$ cat config.mk
export PLATFORM = sky130hd
export DESIGN_NAME = pce_edge_detect
export DESIGN_NICKNAME = d
export VERILOG_FILES = /design/src/rtl/pce_pkg.sv /design/src/rtl/pce_pin_sync.sv /design/src/rtl/pce_edge_detect.sv
export SDC_FILE = /design/constraint.sdc
export NUM_CORES = 1
export LEC_CHECK = 0
export CAP_MARGIN = 0
export CORE_MARGIN = 8
export CORE_UTILIZATION = 55
export CTS_CLUSTER_SIZE = 14
export DETAILED_ROUTE_END_ITERATION = 16
export DONT_BUFFER_PORTS = 1
export PLACE_DENSITY = 0.68
export SLEW_MARGIN = 20
export SYNTH_ARGS = -nofsm -noshare
export SYNTH_HDL_FRONTEND = slang
export SYNTH_HIERARCHICAL = 1
export SYNTH_SLANG_ARGS = --single-unit
$ cat constraint.sdc
create_clock -name pclk -period 3.5 [get_ports pclk]
set_input_delay 0.175 -clock pclk [delete_from_list [all_inputs] [get_ports pclk]]
set_output_delay 0.175 -clock pclk [all_outputs]
set_load 0.01 [all_outputs]
$ cat src/rtl/pce_pkg.sv
// How it works
// - port b pins 7..4: enabled falling edge sets pin flag and shared flag
// - port b flag sets on enabled rising edge or on enabled falling edge
// - pin change flags stay set until software writes zero to them; the shared flag stays set until software writes one to it
// - port b bits 3..0 of enable and flag registers read zero, ignore writes
// - port c pins 7..0: enabled rising edge sets pin flag and shared flag
// - every enable and flag bit clears to zero on any reset
// - port b pins 7..4: enabled rising edge sets pin flag and shared flag
package pce_pkg;

  // ****************************************
  // register map (byte addresses)
  // ****************************************
  localparam logic [7:0] PCE_OFS_PB_RISE   = 8'h00;
  localparam logic [7:0] PCE_OFS_PB_FALL   = 8'h04;
  localparam logic [7:0] PCE_OFS_PB_FLAG   = 8'h08;
  localparam logic [7:0] PCE_OFS_PC_RISE   = 8'h0C;
  localparam logic [7:0] PCE_OFS_PC_FLAG   = 8'h10;
  localparam logic [7:0] PCE_OFS_IRQ_STAT  = 8'h14;
  localparam logic [7:0] PCE_OFS_IRQ_MASK  = 8'h18;

  // ****************************************
  // field layout and reset values
  // ****************************************
  localparam logic [7:0] PCE_PB_IMPL_MASK  = 8'hF0;
  localparam logic [7:0] PCE_PC_IMPL_MASK  = 8'hFF;
  localparam int         PCE_STAT_SHARED   = 0;
  localparam logic [7:0] PCE_REG_RST       = 8'h00;
  localparam logic [1:0] PCE_PRIME_DONE    = 2'h3;

  // ****************************************
  // apb answer
  // ****************************************
  localparam logic [31:0] PCE_RDATA_UNMAPPED = 32'h0000_0000;

endpackage : pce_pkg

$ cat src/rtl/pce_pin_sync.sv
`timescale 1ns/100ps
module pce_pin_sync (
  // clock and reset
  input  wire logic       pclk,
  input  wire logic       presetn,
  // pins from outside the clock domain
  input  wire logic [7:0] pin_async,
  // one-cycle edge pulses
  output logic      [7:0] rise,
  output logic      [7:0] fall
);
  import pce_pkg::*;

  typedef struct packed {
    logic [7:0] meta;
    logic [7:0] sync;
    logic [7:0] prev;
    logic [1:0] prime;
  } pce_sync_st_t;

  pce_sync_st_t s_q;
  pce_sync_st_t s_d;

  // two-flop synchroniser then one sample of history
  always_comb begin
    s_d      = s_q;
    s_d.meta = pin_async;
    s_d.sync = s_q.meta;
    s_d.prev = s_q.sync;
    if (s_q.prime != PCE_PRIME_DONE) begin
      s_d.prime = s_q.prime + 2'h1;
    end
  end

  // history is not trusted until the chain has filled, so a pin
  // that is already high at reset does not look like an edge
  always_comb begin
    rise = '0;
    fall = '0;
    if (s_q.prime == PCE_PRIME_DONE) begin
      rise = s_q.sync & ~s_q.prev;
      fall = ~s_q.sync & s_q.prev;
    end
  end

  always_ff @(posedge pclk or negedge presetn) begin
    if (!presetn) begin
      s_q <= '0;
    end else begin
      s_q <= s_d;
    end
  end

endmodule : pce_pin_sync

$ cat src/rtl/pce_edge_detect.sv
`timescale 1ns/100ps
module pce_edge_detect (
  // clock and reset
  input  wire logic        pclk,
  input  wire logic        presetn,
  // apb slave
  input  wire logic        psel,
  input  wire logic        penable,
  input  wire logic        pwrite,
  input  wire logic [7:0]  paddr,
  input  wire logic [31:0] pwdata,
  output logic             pready,
  output logic             pslverr,
  output logic      [31:0] prdata,
  // pins
  input  wire logic [7:0]  portb_pin,
  input  wire logic [7:0]  portc_pin,
  // shared change flag and interrupt
  output logic             shared_change_irq_flag,
  output logic             irq
);
  import pce_pkg::*;

  // ****************************************
  // state
  // ****************************************
  typedef struct packed {
    logic [7:0]  portb_rise_enable;
    logic [7:0]  portb_fall_enable;
    logic [7:0]  portb_change_flag;
    logic [7:0]  portc_rise_enable;
    logic [7:0]  portc_change_flag;
    logic        stat_shared;
    logic        mask_shared;
    logic [31:0] rdata;
  } pce_state_t;

  pce_state_t st_q;
  pce_state_t st_d;

  // ****************************************
  // internal signals
  // ****************************************
  // raw one-cycle edge pulses from the synchronisers
  logic [7:0] pb_rise;
  logic [7:0] pb_fall;
  logic [7:0] pc_rise;
  // edges that reach a flag this cycle
  logic [7:0] pb_set;
  logic [7:0] pc_set;
  logic       any_set;
  logic       wr_en;
  logic       setup_rd;
  logic       acc_phase;
  logic       pb_any;
  logic       pc_any;
  logic       stat_clr;
  logic [31:0] rd_word;
  // per-source qualified edges, kept apart so each enable can be seen alone
  logic [7:0] pb_rise_hit;
  logic [7:0] pb_fall_hit;
  logic [7:0] pc_rise_hit;
  // one strobe per register, decoded once for the whole access phase
  logic       wr_pb_rise;
  logic       wr_pb_fall;
  logic       wr_pb_flag;
  logic       wr_pc_rise;
  logic       wr_pc_flag;
  logic       wr_stat;
  logic       wr_mask;
  // write data as each register width sees it
  logic [7:0] wr_byte;
  logic       wr_one;

  // ****************************************
  // pin synchronisers
  // ****************************************
  pce_pin_sync u_sync_b (
    .pclk      (pclk),
    .presetn   (presetn),
    .pin_async (portb_pin),
    .rise      (pb_rise),
    .fall      (pb_fall)
  );

  // falling edges of port c are handled by a sibling block
  pce_pin_sync u_sync_c (
    .pclk      (pclk),
    .presetn   (presetn),
    .pin_async (portc_pin),
    .rise      (pc_rise),
    .fall      ()
  );

  // ****************************************
  // address decode
  // ****************************************
  // only the seven word addresses of the map answer without an error;
  // anything else, misaligned words included, is refused
  function automatic logic pce_mapped(input logic [7:0] a);
    case (a)
      PCE_OFS_PB_RISE,
      PCE_OFS_PB_FALL,
      PCE_OFS_PB_FLAG:  pce_mapped = 1'b1;
      PCE_OFS_PC_RISE,
      PCE_OFS_PC_FLAG:  pce_mapped = 1'b1;
      PCE_OFS_IRQ_STAT,
      PCE_OFS_IRQ_MASK: pce_mapped = 1'b1;
      default:          pce_mapped = 1'b0;
    endcase
  endfunction : pce_mapped

  // zero-extend an eight-bit register to the bus width
  function automatic logic [31:0] pce_word8(input logic [7:0] v);
    pce_word8 = {24'h000000, v};
  endfunction : pce_word8

  // zero-extend a one-bit register to the bus width
  function automatic logic [31:0] pce_word1(input logic v);
    pce_word1 = {31'h0, v};
  endfunction : pce_word1

  function automatic logic [31:0] pce_read(input pce_state_t s, input logic [7:0] a);
    pce_read = PCE_RDATA_UNMAPPED;
    case (a)
      // port b: only the upper nibble exists, the rest reads zero
      PCE_OFS_PB_RISE:  pce_read = pce_word8(s.portb_rise_enable);
      PCE_OFS_PB_FALL:  pce_read = pce_word8(s.portb_fall_enable);
      PCE_OFS_PB_FLAG:  pce_read = pce_word8(s.portb_change_flag);
      // port c: all eight pins
      PCE_OFS_PC_RISE:  pce_read = pce_word8(s.portc_rise_enable);
      PCE_OFS_PC_FLAG:  pce_read = pce_word8(s.portc_change_flag);
      // shared bit and its mask
      PCE_OFS_IRQ_STAT: pce_read = pce_word1(s.stat_shared);
      PCE_OFS_IRQ_MASK: pce_read = pce_word1(s.mask_shared);
      default:          pce_read = PCE_RDATA_UNMAPPED;
    endcase
  endfunction : pce_read

  // true when the bus address selects the given register
  function automatic logic pce_hit(input logic [7:0] a, input logic [7:0] ofs);
    pce_hit = (a == ofs);
  endfunction : pce_hit

  // write byte with the unimplemented positions forced low
  function automatic logic [7:0] pce_byte(input logic [7:0] d, input logic [7:0] impl);
    pce_byte = d & impl;
  endfunction : pce_byte

  // next value of a flag register: a write replaces it, then the hardware
  // set of the same cycle is ORed in last so that the set always wins
  function automatic logic [7:0] pce_flag_next(input logic [7:0] cur, input logic wr,
                                               input logic [7:0] wval,
                                               input logic [7:0] set);
    logic [7:0] v;
    v = cur;
    if (wr) begin
      v = wval;
    end
    pce_flag_next = v | set;
  endfunction : pce_flag_next

  // sticky shared bit: a written one clears it, an edge in the same
  // cycle sets it again, so software never misses an event
  function automatic logic pce_stat_next(input logic cur, input logic clr, input logic set);
    pce_stat_next = (cur & ~clr) | set;
  endfunction : pce_stat_next

  // ****************************************
  // edge qualification
  // ****************************************
  // enables gate the raw edges; unimplemented low bits never fire,
  // whatever the pins below them do
  always_comb begin
    pb_rise_hit = pb_rise & st_q.portb_rise_enable & PCE_PB_IMPL_MASK;
    pb_fall_hit = pb_fall & st_q.portb_fall_enable & PCE_PB_IMPL_MASK;
  end

  // port c only watches rising edges here; its falling side lives elsewhere
  always_comb begin
    pc_rise_hit = pc_rise & st_q.portc_rise_enable & PCE_PC_IMPL_MASK;
  end

  // either enabled direction marks a port b pin as changed, and any
  // marked pin of either port raises the shared bit
  always_comb begin
    pb_set  = pb_rise_hit | pb_fall_hit;
    pc_set  = pc_rise_hit;
    pb_any  = |pb_set;
    pc_any  = |pc_set;
    any_set = pb_any | pc_any;
  end

  // ****************************************
  // apb handshake
  // ****************************************
  // zero wait states: read data is captured in the setup cycle, which
  // costs one flop stage but keeps paddr off the prdata timing path
  assign acc_phase = psel & penable;
  assign wr_en     = acc_phase & pwrite;
  assign setup_rd  = psel & ~penable;
  assign pready    = 1'b1;
  assign pslverr   = acc_phase & ~pce_mapped(paddr);
  assign prdata    = st_q.rdata;

  // ****************************************
  // write decode
  // ****************************************
  // strobes exist only in the access phase, which lasts one cycle
  // because pready is tied high in every cycle
  always_comb begin
    wr_pb_rise = wr_en & pce_hit(paddr, PCE_OFS_PB_RISE);
    wr_pb_fall = wr_en & pce_hit(paddr, PCE_OFS_PB_FALL);
    wr_pb_flag = wr_en & pce_hit(paddr, PCE_OFS_PB_FLAG);
    wr_pc_rise = wr_en & pce_hit(paddr, PCE_OFS_PC_RISE);
    wr_pc_flag = wr_en & pce_hit(paddr, PCE_OFS_PC_FLAG);
    wr_stat    = wr_en & pce_hit(paddr, PCE_OFS_IRQ_STAT);
    wr_mask    = wr_en & pce_hit(paddr, PCE_OFS_IRQ_MASK);
  end

  // only the low byte carries register bits; the upper bus bits are
  // ignored so wider software stores do no harm
  always_comb begin
    wr_byte = pwdata[7:0];
    wr_one  = pwdata[PCE_STAT_SHARED];
  end

  // a clearing write to the status word needs both the strobe and a one
  always_comb begin
    stat_clr = wr_stat & wr_one;
  end

  // ****************************************
  // read path
  // ****************************************
  // the word is picked from settled registers; unmapped addresses read
  // zero so a refused read never leaks old data
  always_comb begin
    rd_word = pce_read(st_q, paddr);
  end

  // ****************************************
  // register update
  // ****************************************
  // hardware set is ORed after the software write so a clearing
  // write never swallows an edge landing in the same cycle
  always_comb begin
    st_d = st_q;
    // enables: plain read/write, unimplemented bits stay zero
    if (wr_pb_rise) begin
      st_d.portb_rise_enable = pce_byte(wr_byte, PCE_PB_IMPL_MASK);
    end
    if (wr_pb_fall) begin
      st_d.portb_fall_enable = pce_byte(wr_byte, PCE_PB_IMPL_MASK);
    end
    if (wr_pc_rise) begin
      st_d.portc_rise_enable = pce_byte(wr_byte, PCE_PC_IMPL_MASK);
    end
    // flags: a written value stands until the next write, edges add to it
    st_d.portb_change_flag = pce_flag_next(st_q.portb_change_flag, wr_pb_flag,
                                           pce_byte(wr_byte, PCE_PB_IMPL_MASK),
                                           pb_set);
    st_d.portc_change_flag = pce_flag_next(st_q.portc_change_flag, wr_pc_flag,
                                           pce_byte(wr_byte, PCE_PC_IMPL_MASK),
                                           pc_set);
    // shared bit: write one to clear; the mask is a plain bit
    st_d.stat_shared = pce_stat_next(st_q.stat_shared, stat_clr, any_set);
    if (wr_mask) begin
      st_d.mask_shared = wr_one;
    end
    // the word stands in prdata from the end of setup to the next setup
    if (setup_rd) begin
      st_d.rdata = rd_word;
    end
  end

  // ****************************************
  // state register
  // ****************************************
  // all enables and flags to zero on any reset; the pins are not
  // looked at again until the synchronisers have refilled
  always_ff @(posedge pclk or negedge presetn) begin
    if (!presetn) begin
      st_q <= '0;
    end else begin
      st_q <= st_d;
    end
  end

  // ****************************************
  // outputs
  // ****************************************
  // level interrupt: high while the sticky shared bit is set and
  // unmasked; it drops through a clearing write, a zero written to the mask, or a reset
  always_comb begin
    shared_change_irq_flag = st_q.stat_shared;
    irq                    = st_q.stat_shared & st_q.mask_shared;
  end

endmodule : pce_edge_detect

# After elaboration in Yosys (flattened, before gate mapping)
# Index checks and enable logic that the tools add are counted.
# totals
ff_bits	118
output_inout_bits	36
# classes
n_addsub	2
n_eq_ne	10
muxes	7
n_bitwise	31
reduce_logical	4
# ops
op	n
$pmux 8 s7	1
$and 8x8->8	6
$mux 8	5
$eq 8x5->1 const B	3
$not 8->8	3
$or 8x8->8	3
$eq 8x4->1 const B	2
$reduce_or 8->1	2
$and 1x1->1	14
$eq 8x3->1 const B	1
$logic_not 8->1	1
$reduce_or 7->1	1
$add 2x1->2 const B	2
$eq 2x2->1 const B	2
$ne 2x2->1 const B	2
$not 1->1	3
$or 1x1->1	2
$mux 1	1

# Logic depth before layout (Yosys ltp)
# Gate-level depths: netlist of the first run.
# logic_depth
depth_word	8
mapped_depth	7
depth_no_buf	6

# Hierarchy
# Netlist of the first run, hierarchy kept.
# modules_own_cells
mod	instances	cells_each	area_per_inst_um2	seq_area_each_um2
pce_edge_detect	1	204	2164.6	950.9
pce_pin_sync	2	47	854.6	650.6

# Worst setup path after synthesis of the first run
# Ideal clock, no wire load.
# synth_timing
path_kind	in2reg
start	input paddr[5]
end	register st_q[42] (netlist name)
setup_time_ns	0.125
t_arrival_ns	1.662
path_slack_ns	1.714
cell_stages	5
path_cell_list	or3_4 -> or2_1 -> buf_2 -> nor3_4 -> mux2_2
# synth_via
elab_chain_len	2
# synth_lines
item	line_no	text
start: declaration	pce_edge_detect.sv:10	input wire logic [7:0] paddr,
$eq 8x4->1	pce_edge_detect.sv:142	pce_hit = (a == ofs);
$and 1x1->1	pce_edge_detect.sv:215	wr_pc_rise = wr_en & pce_hit(paddr, PCE_OFS_PC_RISE);
end signal: assignment	pce_edge_detect.sv:286	st_q <= st_d;
end: declaration	pce_edge_detect.sv:38	pce_state_t st_q;
# No other way between the ends.
# A chain may end at the register's enable or synchronous reset.

==> results of run 1 <==
[flip-flops by register name, indices dropped and copies added, names as in the netlist]
name                    count
u_sync_b/s_d                8
u_sync_b/s_q                6
shared_change_irq_flag      1
prdata                      8
u_sync_c/s_d               16
st_q                       29
u_sync_c/s_q               10
[metal layers]
layer / track usage, % / up-vias
met5: 0 / -
met4: 6.89 / 0
met3: 3.81 / 8
met2: 22.7 / 67
met1: 19.5 / 952
li1: - / 919
[layout by cell type, fill, tap and decap left out, types with 2 or more instances in the layout]
master         count
a22oi_1            8
a31oi_1            3
and2b_2            2
and3_1             2
and3b_1           10
and3b_2            6
bufinv_16          2
clkbuf_8          10
clkinvlp_4         3
conb_1            25
dfrtp_1           78
dlygate4sd3_1     21
ha_1               4
mux2_2            18
mux2i_1           13
mux4_2             2
nand2_1           34
nand2b_1           2
nand3_1            2
nand4_1            4
nor2_1             4
nor2b_1            3
nor3_1             3
nor4_4             2
o21ai_0            6
o221ai_1           2
or2_2              2
xnor2_1            2
[repair_timing]
action                                 4_1_cts  5_1_grt
endpoints found under the hold margin      119        0
hold buffers                                22        0
buffers inserted                             0        0
[path summary, 6_finish.rpt]
path	endpoint	slack (ns)	cells past startpoint
min reg2reg	u_sync_b/s_d[9]$_DFF_PN0_	0.35	0
min	shared_change_irq_flag$_DFF_PN0_	0.04	3
max in group asynchronous	shared_change_irq_flag$_DFF_PN0_	2.79	2
max	shared_change_irq_flag$_DFF_PN0_	1.77	6
min in group asynchronous	st_q[72]$_DFFE_PN0P_	0.42	2
max reg2reg	shared_change_irq_flag$_DFF_PN0_	1.77	6
[critical path: stages, from the launching register on]
cell and delay, ns:
dfrtp_1 0.42, ha_1 0.31, and3b_2 0.26, a22oi_1 0.26, nand4_1 0.15, nor3_1 0.15
nand2_1 0.06
[power groups by stage]
| stage | Combinational [W] | Clock, W | Sequential (W) |
|---|---|---|---|
| 5_1_grt | 0.000113 | 0.000819 | 0.000941 |
| 6_report | 0.000102 | 0.000761 | 0.000938 |
| 4_1_cts | 0.000101 | 0.000779 | 0.000938 |
| 3_3_place_gp | 0.0000562 | 0 | 0.000955 |
| 3_5_place_dp | 0.0000568 | 0 | 0.000957 |
| 2_1_floorplan | 0.0000750 | 0 | 0.000952 |
[cell type report]
class,count,share of cell area [%]
sequential,78,51.6
multi-input combinational,175,33.6
timing repair buffer,22,6.28
clock buffer,10,3.64
clock inverter,6,2.48
tap,75,2.48
[metrics by stage]
stage | util, % | worst slack (ns)
6_report | 63.6 | 1.77
5_1_grt | 63.6 | 1.59
4_1_cts | 63.6 | 1.78
3_5_place_dp | 55.7 | 1.58
3_3_place_gp | 55.7 | 1.58
2_1_floorplan | - | 1.71
==> flow_metrics.env, run 1 <==
export IMPL_io_buffers=0
export IMPL_die_w_um=94.9
export IMPL_num_antenna_cells=0
export IMPL_cts_sinks=78
export IMPL_dpl_instance_area_um2=3320
export IMPL_switching_share_pct=22.5
export IMPL_drt_iter0_markers=48
export IMPL_worstPathMaxFanout=8
export IMPL_fin_crit_ns=1.73
export IMPL_power_w=0.00180
export IMPL_drt_met1_wl_mm=2.90
export IMPL_drc=0
export IMPL_p_per_area_nw_per_um2=476
export IMPL_setup_viol=0
export IMPL_rsz0062_at_grt="false"
export IMPL_wl_met3_um=494
export IMPL_clock_fmax_mhz=578
export IMPL_maxCapViolCount=0
export IMPL_ant_nets=0
export IMPL_p_switching_w=0.000405
export IMPL_fp_dieH_um=94.9
export IMPL_seq_power_share_pct=52.1
export IMPL_relSlewSlack_pct=49.2
export IMPL_core_rowCount=28
export IMPL_critPathCaptureType="flop"
export IMPL_slew_violations=0
export IMPL_cts_root_buf="clkbuf_8"
export IMPL_skew_ns=0.00983
export IMPL_grt_use_total_pct=14.9
export IMPL_dr_pass1_iters=4
export IMPL_area_growth_pct=10.5
export IMPL_drive_gt1_share_pct=18.9
export IMPL_whs_ns=0.0359
export IMPL_cts_resized=0
export IMPL_dpl_cell_count=328
export IMPL_multi_input_area_um2=1270
export IMPL_final_area_um2=3780
export IMPL_grt_max_degree=79
export IMPL_num_nets_final=351
export IMPL_core_um2=5960
export IMPL_hold_violations=0
export IMPL_final_cells=366
export IMPL_fill_cells=467
export IMPL_p_leak_nw=1.64
export IMPL_grt_overflow=0
export IMPL_numCtsBuffers=9
export IMPL_worstMarginPinSlew_ns=0.757
export IMPL_antenna_found_initial=0
export IMPL_internal_power_w=0.00140
export IMPL_setup_worst_path_start_class="flop"
export IMPL_gp_congestion=0.832
export IMPL_worstHoldPathType="input port to flop"
export IMPL_critPathKind="flop to flop"
export IMPL_synth_avg_cell_area_um2=12.7
export IMPL_peakVddDrop_v=0.000301
export IMPL_combinationalPowerShare_pct=5.6
export IMPL_grt_pass1_wl_mm=10.4
export IMPL_initial_core_util_pct=57.5
export IMPL_crit_path_start="u_sync_b/s_q[0]$_DFFE_PN0P_"
export IMPL_r2r_start="u_sync_b/s_q[0]$_DFFE_PN0P_"
export IMPL_cp_arrival_ns=1.95
export IMPL_num_io_pins=97
export IMPL_dr_max_layer_used="met4"
export IMPL_grt_pass1_vias=2103
export IMPL_syn_inst=270
export IMPL_cts_tree="built"
export IMPL_critPathRequiredTime_ns=3.72
export IMPL_synth_area_um2=3430
export IMPL_power_frac_clock_pct=42.3
export IMPL_hp_start="pwdata[0]"
export IMPL_wl_mm=6.40
export IMPL_die_area_um2=9010
export IMPL_outcome="complete, no violations"
export IMPL_hpwl_mm=4.41
export IMPL_clk_pin_slew_worst_paths_ns=0.08
export IMPL_h_tree_depth=3
export IMPL_ys_warn_count=6
export IMPL_via_per_inst=5.32
export IMPL_final_seq_area_um2=1950
export IMPL_period_share_pct=49.4
export IMPL_vias=1946
export IMPL_clockBufferDepth=2
export IMPL_clk_latency_ns=0.34
export IMPL_wire_per_inst_um=17.5
export IMPL_wl_met2_mm=2.92
export IMPL_setup_tns_ns=0
Power figures use the tool's default switching activity.
==> run 2: changes to the inputs <==
--- a/config.mk
+++ b/config.mk
@@ -5,13 +5,14 @@
 export SDC_FILE = /design/constraint.sdc
 export NUM_CORES = 1
 export LEC_CHECK = 0
+export ABC_AREA = 1
 export CAP_MARGIN = 0
 export CORE_MARGIN = 8
 export CORE_UTILIZATION = 55
 export CTS_CLUSTER_SIZE = 14
 export DETAILED_ROUTE_END_ITERATION = 16
 export DONT_BUFFER_PORTS = 1
-export PLACE_DENSITY = 0.68
+export PLACE_DENSITY = 0.71
 export SLEW_MARGIN = 20
 export SYNTH_ARGS = -nofsm -noshare
 export SYNTH_HDL_FRONTEND = slang
==> constraint.sdc (replaced) <==
create_clock -name pclk -period 1.5 [get_ports pclk]
set_input_delay 0.075 -clock pclk [delete_from_list [all_inputs] [get_ports pclk]]
set_output_delay 0.075 -clock pclk [all_outputs]
set_load 0.01 [all_outputs]
==> flow_metrics.env, run 2 <==
export IMPL_outcome="finished with violations"
export IMPL_violations="hold timing"
export IMPL_ant_nets=0
export IMPL_power_frac_clock_pct=43.8
export IMPL_core_um2=6280
export IMPL_cp_arrival_ns=1.63
export IMPL_drive_gt1_share_pct=17.0
export IMPL_r2r_start="u_sync_b/s_q[1]$_DFFE_PN0P_"
export IMPL_area_growth_pct=12.3
export IMPL_wire_per_inst_um=13.9
export IMPL_critPathCaptureType="flop"
export IMPL_setup_tns_ns=0
export IMPL_final_cell_mix="nand2_1 (109), dfrtp_1 (78), nand3_1 (26)"
export IMPL_dr_pass1_iters=6
export IMPL_utilization_pct=63.4
export IMPL_p_switching_w=0.000924
export IMPL_clk_latency_ns=0.34
export IMPL_fin_crit_ns=1.41
export IMPL_ys_warn_count=6
export IMPL_worstHoldPathType="input port to async pin"
export IMPL_internal_power_w=0.00343
export IMPL_period_share_pct=93.9
export IMPL_largest_register_ff_count=29
export IMPL_core_rowCount=29
export IMPL_antenna_found_initial=0
export IMPL_num_io_pins=97
export IMPL_r2r_cells=6
export IMPL_synth_avg_cell_area_um2=9.53
export IMPL_slowest_delay_ns=0.41
export IMPL_rrSetupSlack_ns=0.09
export IMPL_clock_fmax_mhz=710
export IMPL_vias=2431
export IMPL_grt_max_degree=79
export IMPL_cp_slowest_cell="dfrtp_1"
export IMPL_hpwl_mm=4.79
export IMPL_hold_buffers=21
export IMPL_num_nets_final=465
export IMPL_io_buffers=0
export IMPL_peakVddDrop_v=0.000805
export IMPL_gp_congestion=0.840
export IMPL_cts_root_buf="clkbuf_8"
export IMPL_clockBufferDepth=2
export IMPL_cts_sinks=78
export IMPL_hold_violations=78
export IMPL_p_per_area_nw_per_um2=1090
export IMPL_syn_inst=372
export IMPL_critPathRequiredTime_ns=1.72
export IMPL_die_w_um=96.3
export IMPL_skew_ns=0.00833
export IMPL_regMostFlops="st_q"
export IMPL_grt_pass1_wl_mm=10.8
export IMPL_setup_worst_path_start_class="flop"
export IMPL_via_per_inst=5.04
export IMPL_maxCapViolCount=0
export IMPL_seq_power_share_pct=51.1
export IMPL_drc=0
export IMPL_grt_use_total_pct=15.1
export IMPL_grt_overflow=0
export IMPL_drt_iter0_markers=114
export IMPL_wl_mm=6.69
export IMPL_critPathKind="flop to flop"
export IMPL_grt_pass1_vias=2353
export IMPL_switching_share_pct=21.2
export IMPL_worstMarginPinSlew_ns=0.564
export IMPL_rsz0062_at_grt="false"
export IMPL_p_leak_nw=2.02
export IMPL_crit_path_start="u_sync_b/s_q[1]$_DFFE_PN0P_"
export IMPL_h_tree_depth=3
export IMPL_layout_commonest_cell="nand2_1"
export IMPL_slew_violations=0
export IMPL_relSlewSlack_pct=62.3
export IMPL_die_area_um2=9270
export IMPL_clk_pin_slew_worst_paths_ns=0.08
export IMPL_initial_core_util_pct=56.4
export IMPL_fp_dieH_um=96.3
export IMPL_combinationalPowerShare_pct=5.1
export IMPL_post_cts_buffers=0
export IMPL_crit_chain="ha_2 > nand2_1 > nor2_1 > a22o_1 > nor3_2 > nand3_1"
export IMPL_numCtsBuffers=9
export IMPL_whs_ns=-0.580
export IMPL_setup_viol=0
export IMPL_num_antenna_cells=0
export IMPL_rr_endpoint="shared_change_irq_flag$_DFF_PN0_"
export IMPL_synth_area_um2=3540
export IMPL_cts_tree="built"
export IMPL_worstPathMaxFanout=8
run 2: power groups by stage:
stage	logic, W	registers [W]	clock network [W]
2_1_floorplan	0.000195	0.00226	0
3_3_place_gp	0.000168	0.00227	0
3_5_place_dp	0.000174	0.00227	0
4_1_cts	0.000218	0.00223	0.00195
5_1_grt	0.000245	0.00223	0.00204
6_report	0.000221	0.00223	0.00191
run 2: worst max-delay path by stage:
stage                                             to
detailed placement  shared_change_irq_flag$_DFF_PN0_
finish              shared_change_irq_flag$_DFF_PN0_
floorplan           shared_change_irq_flag$_DFF_PN0_
CTS                 shared_change_irq_flag$_DFF_PN0_
global placement    shared_change_irq_flag$_DFF_PN0_
global route        shared_change_irq_flag$_DFF_PN0_
run 2: layout make-up:
cell class / count / area [um2]
fill: 548 / 2300
sequential: 78 / 1950
multi-input combinational: 251 / 1280
timing repair buffer: 34 / 308
clock buffer: 11 / 141
clock inverter: 5 / 106
inverter: 26 / 98.8
tap: 77 / 96.3
run 2: layer usage:
metal	vias up	share of wire (%)	GRT usage [%]
met2	94	46	23.5
li1	1193	-	-
met5	-	0	0
met4	0	1.7	8.58
met1	1131	43	18.9
met3	13	9.3	3.82
run 2: worst max-delay path: cells and delay by family, from the launching register on:
family / cells / cell delay [ns]
fa+ha+maj: 1 / 0.24
compound gates: 1 / 0.25
flops: 1 / 0.41
simple gates: 4 / 0.39
run 2: stage by stage:
stage	total power (W)	hold WS, ns	setup slack (ns)	std cells	cell area [um2]
finish	0.00436	-0.580	0.0920	482	3980
global route	0.00452	-0.602	0.0198	482	3980
CTS	0.00439	-0.597	0.000532	482	3970
detailed placement	0.00244	-0.218	0.000694	445	3510
global placement	0.00243	-0.218	0.0339	445	3510
floorplan	0.00245	-0.221	0.0130	395	3630
run 2: repair_timing:
item | 4_1_cts | 5_1_grt
gates resized for setup | 1 | 2
setup endpoints to repair | 1 | 1
hold endpoints to repair | 107 | 78
==> run 3: changes to the inputs <==
--- a/config.mk
+++ b/config.mk
@@ -12,6 +12,7 @@
 export CTS_CLUSTER_SIZE = 14
 export DETAILED_ROUTE_END_ITERATION = 16
 export DONT_BUFFER_PORTS = 1
+export HOLD_SLACK_MARGIN = 0.06
 export PLACE_DENSITY = 0.71
 export SLEW_MARGIN = 20
 export SYNTH_ARGS = -nofsm -noshare
==> flow_metrics.env, run 3 (synthesis gave the netlist of run 2 again) <==
export IMPL_outcome="finished with violations"
export IMPL_violations="hold timing"
export IMPL_antenna_found_initial=0
export IMPL_final_cell_mix="nand2_1 (109), dfrtp_1 (78), nand3_1 (26)"
export IMPL_multi_input_area_um2=1290
export IMPL_peakVddDrop_v=0.000805
export IMPL_drive_gt1_share_pct=17.4
export IMPL_drt_met1_wl_mm=2.92
export IMPL_fp_dieH_um=96.3
export IMPL_relSlewSlack_pct=62.4
export IMPL_critPathRequiredTime_ns=1.73
export IMPL_die_area_um2=9270
export IMPL_dr_max_layer_used="met4"
export IMPL_fin_crit_ns=1.40
export IMPL_grt_pass1_wl_mm=10.9
export IMPL_grt_max_degree=79
export IMPL_clockBufferDepth=2
export IMPL_clk_pin_slew_worst_paths_ns=0.08
export IMPL_worstHoldPathType="input port to async pin"
export IMPL_regMostFlops="st_q"
export IMPL_seq_power_share_pct=51.0
export IMPL_crit_chain="ha_2 > nand2_1 > nor2_1 > a22o_1 > nor3_2 > nand3_1"
export IMPL_core_rowCount=29
export IMPL_ant_nets=0
export IMPL_io_buffers=0
export IMPL_rsz0062_at_grt="false"
export IMPL_hold_buffers=24
export IMPL_dr_pass1_iters=5
export IMPL_combinationalPowerShare_pct=5.3
export IMPL_hpwl_mm=4.79
export IMPL_numCtsBuffers=9
export IMPL_rrSetupSlack_ns=0.1
export IMPL_setup_viol=0
export IMPL_critPathCaptureType="flop"
export IMPL_cts_sinks=78
export IMPL_hold_violations=78
export IMPL_critPathKind="flop to flop"
export IMPL_fill_cells=539
export IMPL_h_tree_depth=3
export IMPL_layout_commonest_cell="nand2_1"
export IMPL_wl_met2_mm=3.20
export IMPL_worstMarginPinSlew_ns=0.563
export IMPL_num_antenna_cells=0
export IMPL_cp_arrival_ns=1.63
export IMPL_num_io_pins=97
export IMPL_final_seq_area_um2=1950
export IMPL_slowest_delay_ns=0.41
export IMPL_internal_power_w=0.00344
export IMPL_p_switching_w=0.000930
export IMPL_maxCapViolCount=0
export IMPL_whs_ns=-0.582
export IMPL_largest_register_ff_count=29
export IMPL_switching_share_pct=21.3
export IMPL_wl_mm=6.80
export IMPL_worstPathMaxFanout=8
export IMPL_area_growth_pct=13.6
export IMPL_core_um2=6280
export IMPL_cp_slowest_cell="dfrtp_1"
export IMPL_vias=2438
export IMPL_wire_per_inst_um=14.0
export IMPL_cts_tree="built"
export IMPL_grt_pass1_vias=2367
export IMPL_wl_met3_um=544
export IMPL_skew_ns=0.00837
export IMPL_p_per_area_nw_per_um2=1090
export IMPL_drt_iter0_markers=144
export IMPL_power_frac_clock_pct=43.7
export IMPL_grt_use_total_pct=15.3
export IMPL_period_share_pct=93.5
export IMPL_p_leak_nw=2.03
export IMPL_initial_core_util_pct=56.4
export IMPL_setup_tns_ns=0
export IMPL_die_w_um=96.3
export IMPL_grt_overflow=0
export IMPL_clock_fmax_mhz=713
export IMPL_final_cells=485
export IMPL_cts_root_buf="clkbuf_8"
export IMPL_drc=0
export IMPL_setup_worst_path_start_class="flop"
export IMPL_clk_latency_ns=0.35
export IMPL_utilization_pct=64.1
export IMPL_gp_congestion=0.840
export IMPL_dpl_cell_count=445
export IMPL_slew_violations=0
export IMPL_via_per_inst=5.03
export IMPL_num_nets_final=468
==> run 3: changes by cell type in the layout (fill, tap and decap cells not counted), sizes merged <==
cell,change
dlygate4sd3,+2
dlymetal6s4s,+1
==> run 3: what timing repair did <==
| action | in CTS | in global routing |
|---|---|---|
| setup buffers | 0 | 0 |
| resized for setup | 1 | 5 |
| hold endpoints to repair | 125 | 78 |
| cloned | 0 | 0 |
| endpoints found under the setup margin | 1 | 2 |
==> run 3: worst max-delay path, delay by kind of cell, from the launching register on <==
kind	cells	cell delay [ns]
AOI/OAI and AO/OA	1	0.25
adders and majority gates	1	0.24
DFF	1	0.41
and+or+nand+nor	4	0.39
==> run 3: area by class of cell <==
cell class,instances,share of cell area (%)
Tap cell,77,2.39
Clock buffer,11,3.51
Inverter,26,2.46
Clock inverter,5,2.64
Timing Repair Buffer,37,8.46
Sequential cell,78,48.5
Multi-Input combinational cell,251,32.0
==> run 3: worst paths after layout <==
path / start / end / cells past startpoint
min reg2reg: u_sync_b/s_d[14]$_DFF_PN0_ / u_sync_b/s_d[6]$_DFF_PN0_ / 0
min in group pclk: paddr[2] / shared_change_irq_flag$_DFF_PN0_ / 5
min: presetn / st_q[56]$_DFF_PN0_ / 0
max in group asynchronous: presetn / st_q[65]$_DFFE_PN0P_ / 0
max: u_sync_b/s_q[1]$_DFFE_PN0P_ / shared_change_irq_flag$_DFF_PN0_ / 6
max reg2reg: u_sync_b/s_q[1]$_DFFE_PN0P_ / shared_change_irq_flag$_DFF_PN0_ / 6
==> run 3: power groups by stage <==
| stage | Sequential, W | Combinational, W | Clock (W) |
|---|---|---|---|
| 2_1_floorplan | 0.00226 | 0.000195 | 0 |
| 3_3_place_gp | 0.00227 | 0.000168 | 0 |
| 3_5_place_dp | 0.00227 | 0.000174 | 0 |
| 4_1_cts | 0.00223 | 0.000224 | 0.00195 |
| 5_1_grt | 0.00223 | 0.000254 | 0.00204 |
| 6_report | 0.00223 | 0.000230 | 0.00191 |
==> run 3: metrics by stage <==
stage / instance area [um2] / setup slack (ns) / total power (W)
6_report: 4020 / 0.0980 / 0.00437
5_1_grt: 4020 / 0.0216 / 0.00453
4_1_cts: 4000 / 0.000536 / 0.00440
3_5_place_dp: 3510 / 0.000694 / 0.00244
3_3_place_gp: 3510 / 0.0339 / 0.00243
2_1_floorplan: 3630 / 0.0130 / 0.00245
==> run 3: per-layer routing <==
| layer | track usage [%] | vias up |
|---|---|---|
| met5 | 0 | - |
| met4 | 8.58 | 0 |
| met2 | 24.0 | 84 |
| li1 | - | 1198 |
| met3 | 3.82 | 12 |
| met1 | 19.1 | 1144 |
